<file path="src/ecsc_pkg.sv">
package ecsc_pkg;
   // Word width of the processor data bus
   localparam int unsigned DATA_W = 24;
   localparam int unsigned ADDR_W = 16;
   // First channel set and spacing between channel sets
   localparam logic [15:0] CHAN_BASE = 16'hc000;
   localparam logic [15:0] CHAN_STRIDE = 16'h0004;
   // Offsets within a channel set (X and Y halves share offset 0)
   localparam logic [1:0] OFS_STATUS = 2'h0;
   localparam logic [1:0] OFS_POS = 2'h1;
   localparam logic [1:0] OFS_CAPCMP = 2'h3;
   // Control field positions
   localparam int unsigned DECODE_LSB = 0;
   localparam int unsigned CAPSEL_LSB = 4;
   localparam int unsigned FLAGSEL_LSB = 8;
   localparam int unsigned CNTWR_BIT = 10;
   localparam int unsigned CMPLATCH_BIT = 11;
   localparam int unsigned CMPOE_BIT = 12;
   localparam int unsigned CMPINV_BIT = 13;
   localparam int unsigned AMPEN_BIT = 14;
   localparam int unsigned FILTDIS_BIT = 15;
   // Status field positions
   localparam int unsigned CMPEQ_BIT = 16;
   localparam int unsigned CAPT_BIT = 17;
   localparam int unsigned CNTERR_BIT = 18;
   localparam int unsigned INDEX_BIT = 19;
   localparam int unsigned HOME_BIT = 20;
   localparam int unsigned NLIM_BIT = 21;
   localparam int unsigned PLIM_BIT = 22;
   // Reset value of the control half
   localparam logic [15:0] CTRL_RESET = 16'h0000;
   // Sample clock divider (system cycles per sample clock)
   localparam int unsigned SCLK_DIV = 2;
   // Decoder modes
   localparam logic [3:0] DEC_PD = 4'h0;
   localparam logic [3:0] DEC_X1 = 4'h1;
   localparam logic [3:0] DEC_X2 = 4'h2;
   localparam logic [3:0] DEC_X4 = 4'h3;

   // Encoder and switch inputs of one channel
   typedef struct packed {
      logic pha;
      logic phb;
      logic index;
      logic home;
      logic neg_lim;
      logic pos_lim;
   } ecsc_pins_type;

   // Processor bus request
   typedef struct packed {
      logic sel;
      logic wr;
      logic space_y;
      logic [ADDR_W-1:0] addr;
      logic [DATA_W-1:0] wdata;
   } ecsc_bus_type;
endpackage : ecsc_pkg

</file>
<file path="src/ecsc_input_sync.sv">
`timescale 1ns/1ps
// Three-stage synchroniser with an agreement check on stages two and three
module ecsc_input_sync #(
   parameter int unsigned WIDTH = 6
) (
   input wire logic clock_i,            // System clock
   input wire logic rst_n_i,            // Async reset, active low
   input wire logic [WIDTH-1:0] async_i,// Raw pin levels
   output logic [WIDTH-1:0] sync_o      // Settled levels
);
   logic [WIDTH-1:0] s1_q;
   logic [WIDTH-1:0] s2_q;
   logic [WIDTH-1:0] s3_q;

   genvar gi;
   generate
      for (gi = 0; gi < WIDTH; gi++)
      begin : g_bit
         // A change counts only once stages two and three agree
         always_ff @(posedge clock_i or negedge rst_n_i)
         begin
            if (!rst_n_i)
            begin
               s1_q[gi] <= 1'b0;
               s2_q[gi] <= 1'b0;
               s3_q[gi] <= 1'b0;
               sync_o[gi] <= 1'b0;
            end
            else
            begin
               s1_q[gi] <= async_i[gi];
               s2_q[gi] <= s1_q[gi];
               s3_q[gi] <= s2_q[gi];
               if (s2_q[gi] == s3_q[gi])
                  sync_o[gi] <= s3_q[gi];
            end
         end
      end
   endgenerate
endmodule : ecsc_input_sync

</file>
<file path="src/ecsc_delay_filter.sv">
`timescale 1ns/1ps
// Digital delay filter: output follows only after three equal samples
module ecsc_delay_filter (
   input wire logic clock_i,     // System clock
   input wire logic rst_n_i,     // Async reset, active low
   input wire logic sample_en_i, // Sample clock enable pulse
   input wire logic bypass_i,    // Filter disable
   input wire logic [1:0] in_i,  // Phase A and B
   output logic [1:0] out_o      // Filtered phases
);
   logic [1:0] h1_q;
   logic [1:0] h2_q;
   logic [1:0] filt_q;

   // Sample history; a glitch narrower than three samples never passes
   always_ff @(posedge clock_i or negedge rst_n_i)
   begin
      if (!rst_n_i)
      begin
         h1_q <= 2'h0;
         h2_q <= 2'h0;
         filt_q <= 2'h0;
      end
      else if (sample_en_i)
      begin
         h1_q <= in_i;
         h2_q <= h1_q;
         for (int i = 0; i < 2; i++)
            if (in_i[i] == h1_q[i] && h1_q[i] == h2_q[i])
               filt_q[i] <= h2_q[i];
      end
   end

   // Bypass trades noise immunity for latency
   assign out_o = bypass_i ? in_i : filt_q;
endmodule : ecsc_delay_filter

</file>
<file path="src/ecsc_channel.sv">
`timescale 1ns/1ps
// Operation
// - Low 16 bits control, upper 8 read-only status
// - Decode, capture, flag select fields; capture flag
// - Count-write enable copies compare into counter
// - Compare flag latch, output enable, output invert
// - Amplifier enable pin follows control bit
// - Delay filter on encoder unless disabled
// - Count error latches, cleared by counter write
// - Index, home, limit levels in status bits
// - Interval between last two counts reported
// - Four channels, sets four addresses apart
// - Capture read-only, compare write-only, shared address
module ecsc_channel #(
   parameter int unsigned NUM_CHAN = 4,               // Channels per array
   parameter logic [15:0] BASE_ADDR = ecsc_pkg::CHAN_BASE, // Array base
   parameter int unsigned SCLK_DIV = ecsc_pkg::SCLK_DIV    // Sample divider
) (
   input wire logic clock_i,                            // 10 MHz clock
   input wire logic rst_n_i,                            // Async reset
   input wire ecsc_pkg::ecsc_bus_type bus_i,            // Processor request
   output logic [ecsc_pkg::DATA_W-1:0] rdata_o,         // Read data
   input wire ecsc_pkg::ecsc_pins_type [NUM_CHAN-1:0] pins_i, // Field pins
   output logic [NUM_CHAN-1:0] amp_enable_out_o,        // Amplifier enables
   output logic [NUM_CHAN-1:0] compare_match_out_o      // Compare outputs
);
   localparam int unsigned DW = ecsc_pkg::DATA_W;
   localparam int unsigned NP = 6;

   logic [7:0] div_q;
   logic sclk_en_q;
   logic [15:0] ctrl_q [NUM_CHAN];
   logic [DW-1:0] cnt_q [NUM_CHAN];
   logic [DW-1:0] cmp_q [NUM_CHAN];
   logic [DW-1:0] cap_q [NUM_CHAN];
   logic [DW-1:0] tmr_q [NUM_CHAN];
   logic [DW-1:0] ival_q [NUM_CHAN];
   logic [1:0] prev_q [NUM_CHAN];
   logic [NP-1:0] smp_q [NUM_CHAN];
   logic [NUM_CHAN-1:0] eq_q;
   logic [NUM_CHAN-1:0] cap_flag_q;
   logic [NUM_CHAN-1:0] err_q;
   logic [NUM_CHAN-1:0] cap_trig_prev_q;

   // Address decode: which channel and which word
   logic in_range;
   logic [15:0] rel;
   logic [1:0] ch_idx;
   logic [1:0] ofs;
   assign rel = bus_i.addr - BASE_ADDR;
   assign in_range = bus_i.sel &&
      (bus_i.addr >= BASE_ADDR) &&
      (rel < 16'(NUM_CHAN * 4));
   assign ch_idx = rel[3:2];
   assign ofs = rel[1:0];

   // Sample clock enable from a divider
   always_ff @(posedge clock_i or negedge rst_n_i)
   begin
      if (!rst_n_i)
      begin
         div_q <= 8'h00;
         sclk_en_q <= 1'b0;
      end
      else if (div_q == 8'(SCLK_DIV - 1))
      begin
         div_q <= 8'h00;
         sclk_en_q <= 1'b1;
      end
      else
      begin
         div_q <= div_q + 8'h01;
         sclk_en_q <= 1'b0;
      end
   end

   genvar gc;
   generate
      for (gc = 0; gc < NUM_CHAN; gc++)
      begin : g_chan
         logic [NP-1:0] raw;
         logic [NP-1:0] sync;
         logic [1:0] ab;
         logic wr_here;
         logic wr_ctrl;
         logic wr_cnt;
         logic wr_cmp;
         logic clr_eq;
         logic step;
         logic up;
         logic illegal;
         logic [1:0] sel_flag;
         logic trig;
         logic eq_now;
         logic [3:0] dmode;

         assign raw = {pins_i[gc].pha, pins_i[gc].phb, pins_i[gc].index,
                       pins_i[gc].home, pins_i[gc].neg_lim,
                       pins_i[gc].pos_lim};

         ecsc_input_sync #(
            .WIDTH(NP)
         ) u_sync (
            .clock_i(clock_i),
            .rst_n_i(rst_n_i),
            .async_i(raw),
            .sync_o(sync)
         );

         // Filter bypassed when the disable bit is set
         ecsc_delay_filter u_filt (
            .clock_i(clock_i),
            .rst_n_i(rst_n_i),
            .sample_en_i(sclk_en_q),
            .bypass_i(ctrl_q[gc][ecsc_pkg::FILTDIS_BIT]),
            .in_i(sync[5:4]),
            .out_o(ab)
         );

         assign wr_here = in_range && bus_i.wr && (ch_idx == 2'(gc));
         assign wr_ctrl = wr_here && !bus_i.space_y &&
                          (ofs == ecsc_pkg::OFS_STATUS);
         assign wr_cnt = wr_here && (ofs == ecsc_pkg::OFS_POS);
         assign wr_cmp = wr_here && !bus_i.space_y &&
                         (ofs == ecsc_pkg::OFS_CAPCMP);
         assign clr_eq = wr_ctrl && bus_i.wdata[ecsc_pkg::CMPLATCH_BIT];
         assign dmode = ctrl_q[gc][ecsc_pkg::DECODE_LSB +: 4];

         // Quadrature decode: one gray step counts, two bits at once is illegal
         always_comb
         begin
            illegal = (ab[0] != prev_q[gc][0]) && (ab[1] != prev_q[gc][1]);
            up = ab[1] ^ prev_q[gc][0];
            unique case (dmode[1:0])
               ecsc_pkg::DEC_X1[1:0]:
                  step = ab[1] && !prev_q[gc][1] && !ab[0];
               ecsc_pkg::DEC_X2[1:0]:
                  step = ab[1] != prev_q[gc][1] && !illegal;
               ecsc_pkg::DEC_X4[1:0]:
                  step = (ab != prev_q[gc]) && !illegal;
               default:
                  step = ab[1] && !prev_q[gc][1];
            endcase
            if (dmode[1:0] == ecsc_pkg::DEC_PD[1:0])
               up = ab[0];
            if (dmode[2])
               up = !up;
         end

         // Flag select picks which input drives capture
         always_comb
         begin
            sel_flag = ctrl_q[gc][ecsc_pkg::FLAGSEL_LSB +: 2];
            unique case (sel_flag)
               2'h0: trig = sync[2];
               2'h1: trig = sync[3];
               2'h2: trig = sync[1];
               default: trig = sync[0];
            endcase
            if (ctrl_q[gc][ecsc_pkg::CAPSEL_LSB + 3])
               trig = !trig;
            trig = trig & (ctrl_q[gc][ecsc_pkg::CAPSEL_LSB +: 3] != 3'h0);
         end

         assign eq_now = (cnt_q[gc] == cmp_q[gc]);

         // Control half; status half ignores writes
         always_ff @(posedge clock_i or negedge rst_n_i)
         begin
            if (!rst_n_i)
               ctrl_q[gc] <= ecsc_pkg::CTRL_RESET;
            else if (wr_ctrl)
               ctrl_q[gc] <= bus_i.wdata[15:0];
         end

         // Position counter, with count-write from compare writes
         always_ff @(posedge clock_i or negedge rst_n_i)
         begin
            if (!rst_n_i)
               cnt_q[gc] <= '0;
            else if (wr_cmp && ctrl_q[gc][ecsc_pkg::CNTWR_BIT])
               cnt_q[gc] <= bus_i.wdata;
            else if (wr_cnt)
               cnt_q[gc] <= bus_i.wdata;
            else if (sclk_en_q && step)
               cnt_q[gc] <= up ? cnt_q[gc] + 24'h000001
                               : cnt_q[gc] - 24'h000001;
         end

         // Compare register, written only
         always_ff @(posedge clock_i or negedge rst_n_i)
         begin
            if (!rst_n_i)
               cmp_q[gc] <= '0;
            else if (wr_cmp)
               cmp_q[gc] <= bus_i.wdata;
         end

         // Sample-clock status: phases, capture, interval, flags
         always_ff @(posedge clock_i or negedge rst_n_i)
         begin
            if (!rst_n_i)
            begin
               prev_q[gc] <= 2'h0;
               smp_q[gc] <= '0;
               cap_q[gc] <= '0;
               cap_flag_q[gc] <= 1'b0;
               cap_trig_prev_q[gc] <= 1'b0;
               tmr_q[gc] <= '0;
               ival_q[gc] <= '0;
               eq_q[gc] <= 1'b0;
            end
            else if (sclk_en_q)
            begin
               prev_q[gc] <= ab;
               smp_q[gc] <= sync;
               cap_trig_prev_q[gc] <= trig;
               // Clear first so a capture on the same tick wins
               if (wr_ctrl)
                  cap_flag_q[gc] <= 1'b0;
               if (trig && !cap_trig_prev_q[gc])
               begin
                  cap_q[gc] <= cnt_q[gc];
                  cap_flag_q[gc] <= 1'b1;
               end
               // Saturate so the first count after a long stop reports the longest interval
               if (step)
               begin
                  ival_q[gc] <= tmr_q[gc];
                  tmr_q[gc] <= 24'h000001;
               end
               else if (tmr_q[gc] != '1)
                  tmr_q[gc] <= tmr_q[gc] + 24'h000001;
               // Latched mode holds the flag until a control write
               if (ctrl_q[gc][ecsc_pkg::CMPLATCH_BIT])
                  eq_q[gc] <= (eq_q[gc] & !clr_eq) | eq_now;
               else
                  eq_q[gc] <= eq_now;
            end
            else if (wr_ctrl)
            begin
               // A control write clears the capture flag, and the compare flag if it sets the latch bit
               cap_flag_q[gc] <= 1'b0;
               if (clr_eq)
                  eq_q[gc] <= 1'b0;
            end
         end

         // Count error: set wins over the counter-write clear
         always_ff @(posedge clock_i or negedge rst_n_i)
         begin
            if (!rst_n_i)
               err_q[gc] <= 1'b0;
            else if (sclk_en_q && illegal)
               err_q[gc] <= 1'b1;
            else if (wr_cnt || (wr_cmp && ctrl_q[gc][ecsc_pkg::CNTWR_BIT]))
               err_q[gc] <= 1'b0;
         end

         // Pins come straight from flip-flops
         always_ff @(posedge clock_i or negedge rst_n_i)
         begin
            if (!rst_n_i)
            begin
               amp_enable_out_o[gc] <= 1'b0;
               compare_match_out_o[gc] <= 1'b0;
            end
            else
            begin
               amp_enable_out_o[gc] <= ctrl_q[gc][ecsc_pkg::AMPEN_BIT];
               compare_match_out_o[gc] <= ctrl_q[gc][ecsc_pkg::CMPOE_BIT] &
                  (eq_q[gc] ^ ctrl_q[gc][ecsc_pkg::CMPINV_BIT]);
            end
         end
      end
   endgenerate

   // Read mux, registered; unmapped words read zero, the write-only compare word reads capture
   always_ff @(posedge clock_i or negedge rst_n_i)
   begin
      if (!rst_n_i)
         rdata_o <= '0;
      else if (in_range && !bus_i.wr)
      begin
         rdata_o <= '0;
         unique case (ofs)
            ecsc_pkg::OFS_STATUS:
               if (bus_i.space_y)
                  rdata_o <= ival_q[ch_idx];
               else
                  rdata_o <= {1'b0, smp_q[ch_idx][0], smp_q[ch_idx][1],
                              smp_q[ch_idx][2], smp_q[ch_idx][3],
                              err_q[ch_idx], cap_flag_q[ch_idx],
                              eq_q[ch_idx], ctrl_q[ch_idx]};
            ecsc_pkg::OFS_POS:
               rdata_o <= cnt_q[ch_idx];
            ecsc_pkg::OFS_CAPCMP:
               rdata_o <= bus_i.space_y ? '0 : cap_q[ch_idx];
            default:
               rdata_o <= '0;
         endcase
      end
   end
endmodule : ecsc_channel

</file>
<file path="config.mk">
export PLATFORM = sky130hd
export DESIGN_NAME = ecsc_channel
export DESIGN_NICKNAME = d
export VERILOG_FILES = /design/src/ecsc_pkg.sv /design/src/ecsc_input_sync.sv /design/src/ecsc_delay_filter.sv /design/src/ecsc_channel.sv
export SDC_FILE = /design/constraint.sdc
export NUM_CORES = 2
export LEC_CHECK = 0
export ABC_CLOCK_PERIOD_IN_PS = 4700
export BUFFER_PORTS_ARGS = -buffer_cell sky130_fd_sc_hd__buf_2
export CORE_AREA = 2 2 263 265
export CTS_CLUSTER_SIZE = 8
export DETAILED_ROUTE_END_ITERATION = 8
export DIE_AREA = 0 0 265 267
export HOLD_SLACK_MARGIN = 0.1
export PLACE_DENSITY = 0.71
export SYNTH_ARGS = -nofsm -noshare
export SYNTH_HDL_FRONTEND = slang
export SYNTH_SLANG_ARGS = --single-unit
</file>
<file path="constraint.sdc">
create_clock -name clock_i -period 4.7 [get_ports clock_i]
set_input_delay 0.705 -clock clock_i [delete_from_list [all_inputs] [get_ports clock_i]]
set_output_delay 0.705 -clock clock_i [all_outputs]
set_load 0.005 [all_outputs]
</file>
==> flow_summary.json <==
{
  "outcome": "finished clean",
  "p_int_w": 0.01186,
  "critPathSlowestCell": "o221ai_1",
  "drive_gt1_frac": 0.2032,
  "grt_pass1_vias": 26855,
  "wl_um": 112100,
  "synth_top_area_frac": 0.5037,
  "final_period_minus_worst_setup_slack_ns": 4.108,
  "tritoncts.num_buffers": 103,
  "clkPwrFrac": 0.383,
  "die_y_um": 267,
  "synthFlopType": "dfrtp_1",
  "fp.dieArea_sq_mm": 0.07076,
  "max_slew_margin": 0.2810,
  "critPathCaptureType": "flip-flop",
  "cts_setup_buffers": 0,
  "pre_cts_ws_ns": 0.7269,
  "p_per_area_mw_per_mm2": 420.4,
  "p_comb_frac": 0.147,
  "worstSetupStartpointType": "flip-flop",
  "fmax_mhz": 243.4,
  "setup-violations-final": 0,
  "required_ns": 5.28,
  "synth_cell_types": 74,
  "fp.dieW_um": 265,
  "cts.clk_slew.worst_paths_ns": 0.05,
  "cts_hold_buffers": 4,
  "path_buf_inv": 0,
  "initial_core_util": 0.5444,
  "final_nets": 3545,
  "synth_top_area_cell": "dfrtp_1",
  "cp_max_fo": 8,
  "synth.most_common_cell": "dfrtp_1",
  "ys_ff_latch": 745,
  "first_pass_iters": 6,
  "wl_per_cell_um": 25.74,
  "insertion_delay_ns": 0.69,
  "netlist_instances": 3442,
  "power_leakage_nw": 18.19,
  "cts_tree": "done",
  "finalCritPeriodShare": 0.8740,
  "synth_edf_count": 0,
  "slowest_delay_ns": 0.85,
  "yosys_warnings": 0,
  "reg2reg_depth": 12,
  "drtIter0Drc": 2831,
  "hpwl_um": 76540,
  "cts_buffer_depth": 3,
  "postSynth.asyncResetShare": 1.000,
  "grt_pass1_wl_um": 170900,
  "slew_violations": 0,
  "final_hold_viol_count": 0,
  "ys_top_cells_by_count": "dfrtp_1, nand2_1, mux2_2, nor2_1, clkbuf_1",
  "sw_frac_of_total": 0.3146,
  "rows": 96,
  "p_seq_frac": 0.470,
  "clock_skew_ns": 0.07279,
  "crit_chain": "nor2b_1 -> o221ai_1 -> and3_1 -> xnor2_1 -> ha_1 -> or2_1 -> or4_1 -> a21oi_2 -> nor2_1 -> mux2_1 -> or4_1 -> nand3_1",
  "max_slew.worst_pin.slew_ns": 1.078,
  "vias": 27599,
  "htreeDepth": 3,
  "synth_nets": 3525,
  "drc": 0,
  "avgSynthCellArea_sq_um": 10.75,
  "antenna_found_initial": 6,
  "cp.arrival_ns": 4.68,
  "drv_cap": 0,
  "crit_family": "simple AND/OR/NAND/NOR gates",
  "root_buffer": "clkbuf_16",
  "portBuffers": 100,
  "synth_area_leaders": "dfrtp_1, mux2_2, mux4_2",
  "area_delta_synth_final_pct": 11.24,
  "grt_max_degree": 95,
  "cts.sinks": 745,
  "antenna_left": 0,
  "rsz0062_at_grt": "no",
  "switchingPower_w": 0.005445,
  "fillers": 5441,
  "cts_resized": 0,
  "crit_cells": 12,
  "gp_congestion": 0.9942,
  "vdd_drop_max_mv": 0.3999,
  "gr-usage-all-layers": 0.3234,
  "coreArea_sq_mm": 0.06799,
  "finalSetupTns_ns": 0,
  "synth_area_sq_mm": 0.03701,
  "ios": 101,
  "setup_ws_ns": 0.5923,
  "criticalPathCategory": "reg -> reg",
  "overflow": 0,
  "avgViaCountPerCell": 6.339,
  "crit_path_frequent_cell": "or4_1",
  "hp-class": "in -> async",
  "ys_seq_area_frac": 0.5037
}
## per-layer routing
layer | vias up | GRT usage | share of wire | routed length (um)
met1 | 13853 | 0.4473 | 0.41 | 46070
li1 | 12161 | - | - | -
met2 | 1266 | 0.4682 | 0.43 | 47930
met3 | 313 | 0.08774 | 0.10 | 11500
met5 | - | 0 | 0.00033 | 37
met4 | 6 | 0.1699 | 0.058 | 6517
## cell type report
cell class | instances | area (sq um) | share of cell area
flip-flops and latches | 745 | 18650 | 0.4529
diodes | 3 | 7.507 | 0.0001823
multi-input cells | 2394 | 17310 | 0.4204
clock buffers | 105 | 2595 | 0.06303
inverters | 50 | 187.7 | 0.004558
repair buffers | 168 | 1165 | 0.02829
well taps | 882 | 1104 | 0.02680
clock inverters | 7 | 157.7 | 0.003829
## worst reg2reg max path: stages, from the launching register on
cell and delay, ns:
dfrtp_1 0.46, nor2b_1 0.18, o221ai_1 0.85, and3_1 0.35
xnor2_1 0.08, ha_1 0.26, or2_1 0.30, or4_1 0.43
a21oi_2 0.21, nor2_1 0.07, mux2_1 0.34, or4_1 0.40
nand3_1 0.09
## sequential cells by signal, indices dropped and copies added, names as in the netlist, 8 cells and up
signal	count
cnt_q	96
smp_q	22
tmr_q	96
g_chan.u_sync.s1_q	24
cmp_q	96
ctrl_q	64
cap_q	96
ival_q	96
g_chan.u_filt.filt_q	8
g_chan.u_sync.s2_q	24
div_q	8
g_chan.u_sync.sync_o	24
g_chan.u_sync.s3_q	24
prev_q	8
rdata_o	24
g_chan.u_filt.h2_q	8
## path summary, 6_finish.rpt
path | slack [ns] | end | startpoint
setup / recovery | 0.59 | cnt_q[64] | ctrl_q[34]
hold / removal | 0.09 | cnt_q[93] | rst_n_i
setup reg to reg | 0.59 | cnt_q[64] | ctrl_q[34]
hold reg to reg | 0.34 | g_chan[0].u_sync.s2_q[1] | g_chan[0].u_sync.s1_q[1]
max in group asynchronous | 3.36 | g_chan[2].u_sync.s2_q[3] | rst_n_i
min in group clock_i | 0.13 | g_chan[0].u_sync.s1_q[5] | pins_i[5]
## metrics by stage
| step | hold slack (ns) | util | cells | cell area [sq um] | total power, W |
|---|---|---|---|---|---|
| finish | 0.08944 | 0.6056 | 4354 | 41170 | 0.01731 |
| global route | 0.1032 | 0.6055 | 4351 | 41160 | 0.01795 |
| CTS | 0.1007 | 0.6055 | 4351 | 41160 | 0.01730 |
| detailed placement | 0.3347 | 0.5644 | 4235 | 38370 | 0.01066 |
| global placement | 0.3311 | 0.5644 | 4235 | 38370 | 0.01061 |
| floorplan | 0.3312 | - | 3442 | 37010 | 0.009462 |
## power by group through the flow
stage               Clock (W)  Combinational, W  Sequential (W)
floorplan                   0           0.00218         0.00728
global placement            0           0.00244         0.00817
detailed placement          0           0.00248         0.00818
CTS                   0.00672           0.00250         0.00807
global route          0.00700           0.00278         0.00817
finish                0.00664           0.00254         0.00813
## logic make-up after synthesis
group | Yosys count | synth area share
AO/OA/AOI/OAI | 427 | 0.07265
buffers and inverters | 303 | 0.03127
AND/OR/NAND/NOR | 1222 | 0.1563
adder cells (fa/ha/maj) | 38 | 0.01122
flip-flops | 745 | 0.5037
multiplexers | 422 | 0.1575
XOR/XNOR | 285 | 0.06744
## layout by cell type, fill, tap and decap left out, types with 8 or more instances in the layout
cell type	synthesis	layout
dfrtp_1	745	744
nand2_1	465	465
mux2_2	285	285
nor2_1	268	258
xor2_1	156	156
xnor2_1	129	129
o21ai_0	123	123
a21oi_1	113	111
clkbuf_16	0	103
mux4_2	99	99
buf_2	4	97
nand4_1	83	83
nand3_1	70	70
nor3_1	73	69
or3_1	58	58
buf_4	0	55
nor4_1	51	51
inv_1	49	49
a22oi_1	47	47
mux2i_1	35	35
and3_1	33	33
a31oi_1	29	29
or4_1	27	27
a22o_1	24	24
maj3_1	24	24
and4_1	22	22
and2_1	19	19
ha_1	14	14
a21o_1	13	12
or2_2	11	11
buf_12	0	10
o221ai_1	9	9
a211oi_1	8	8
No activity file was read; power rests on OpenSTA's default activity.
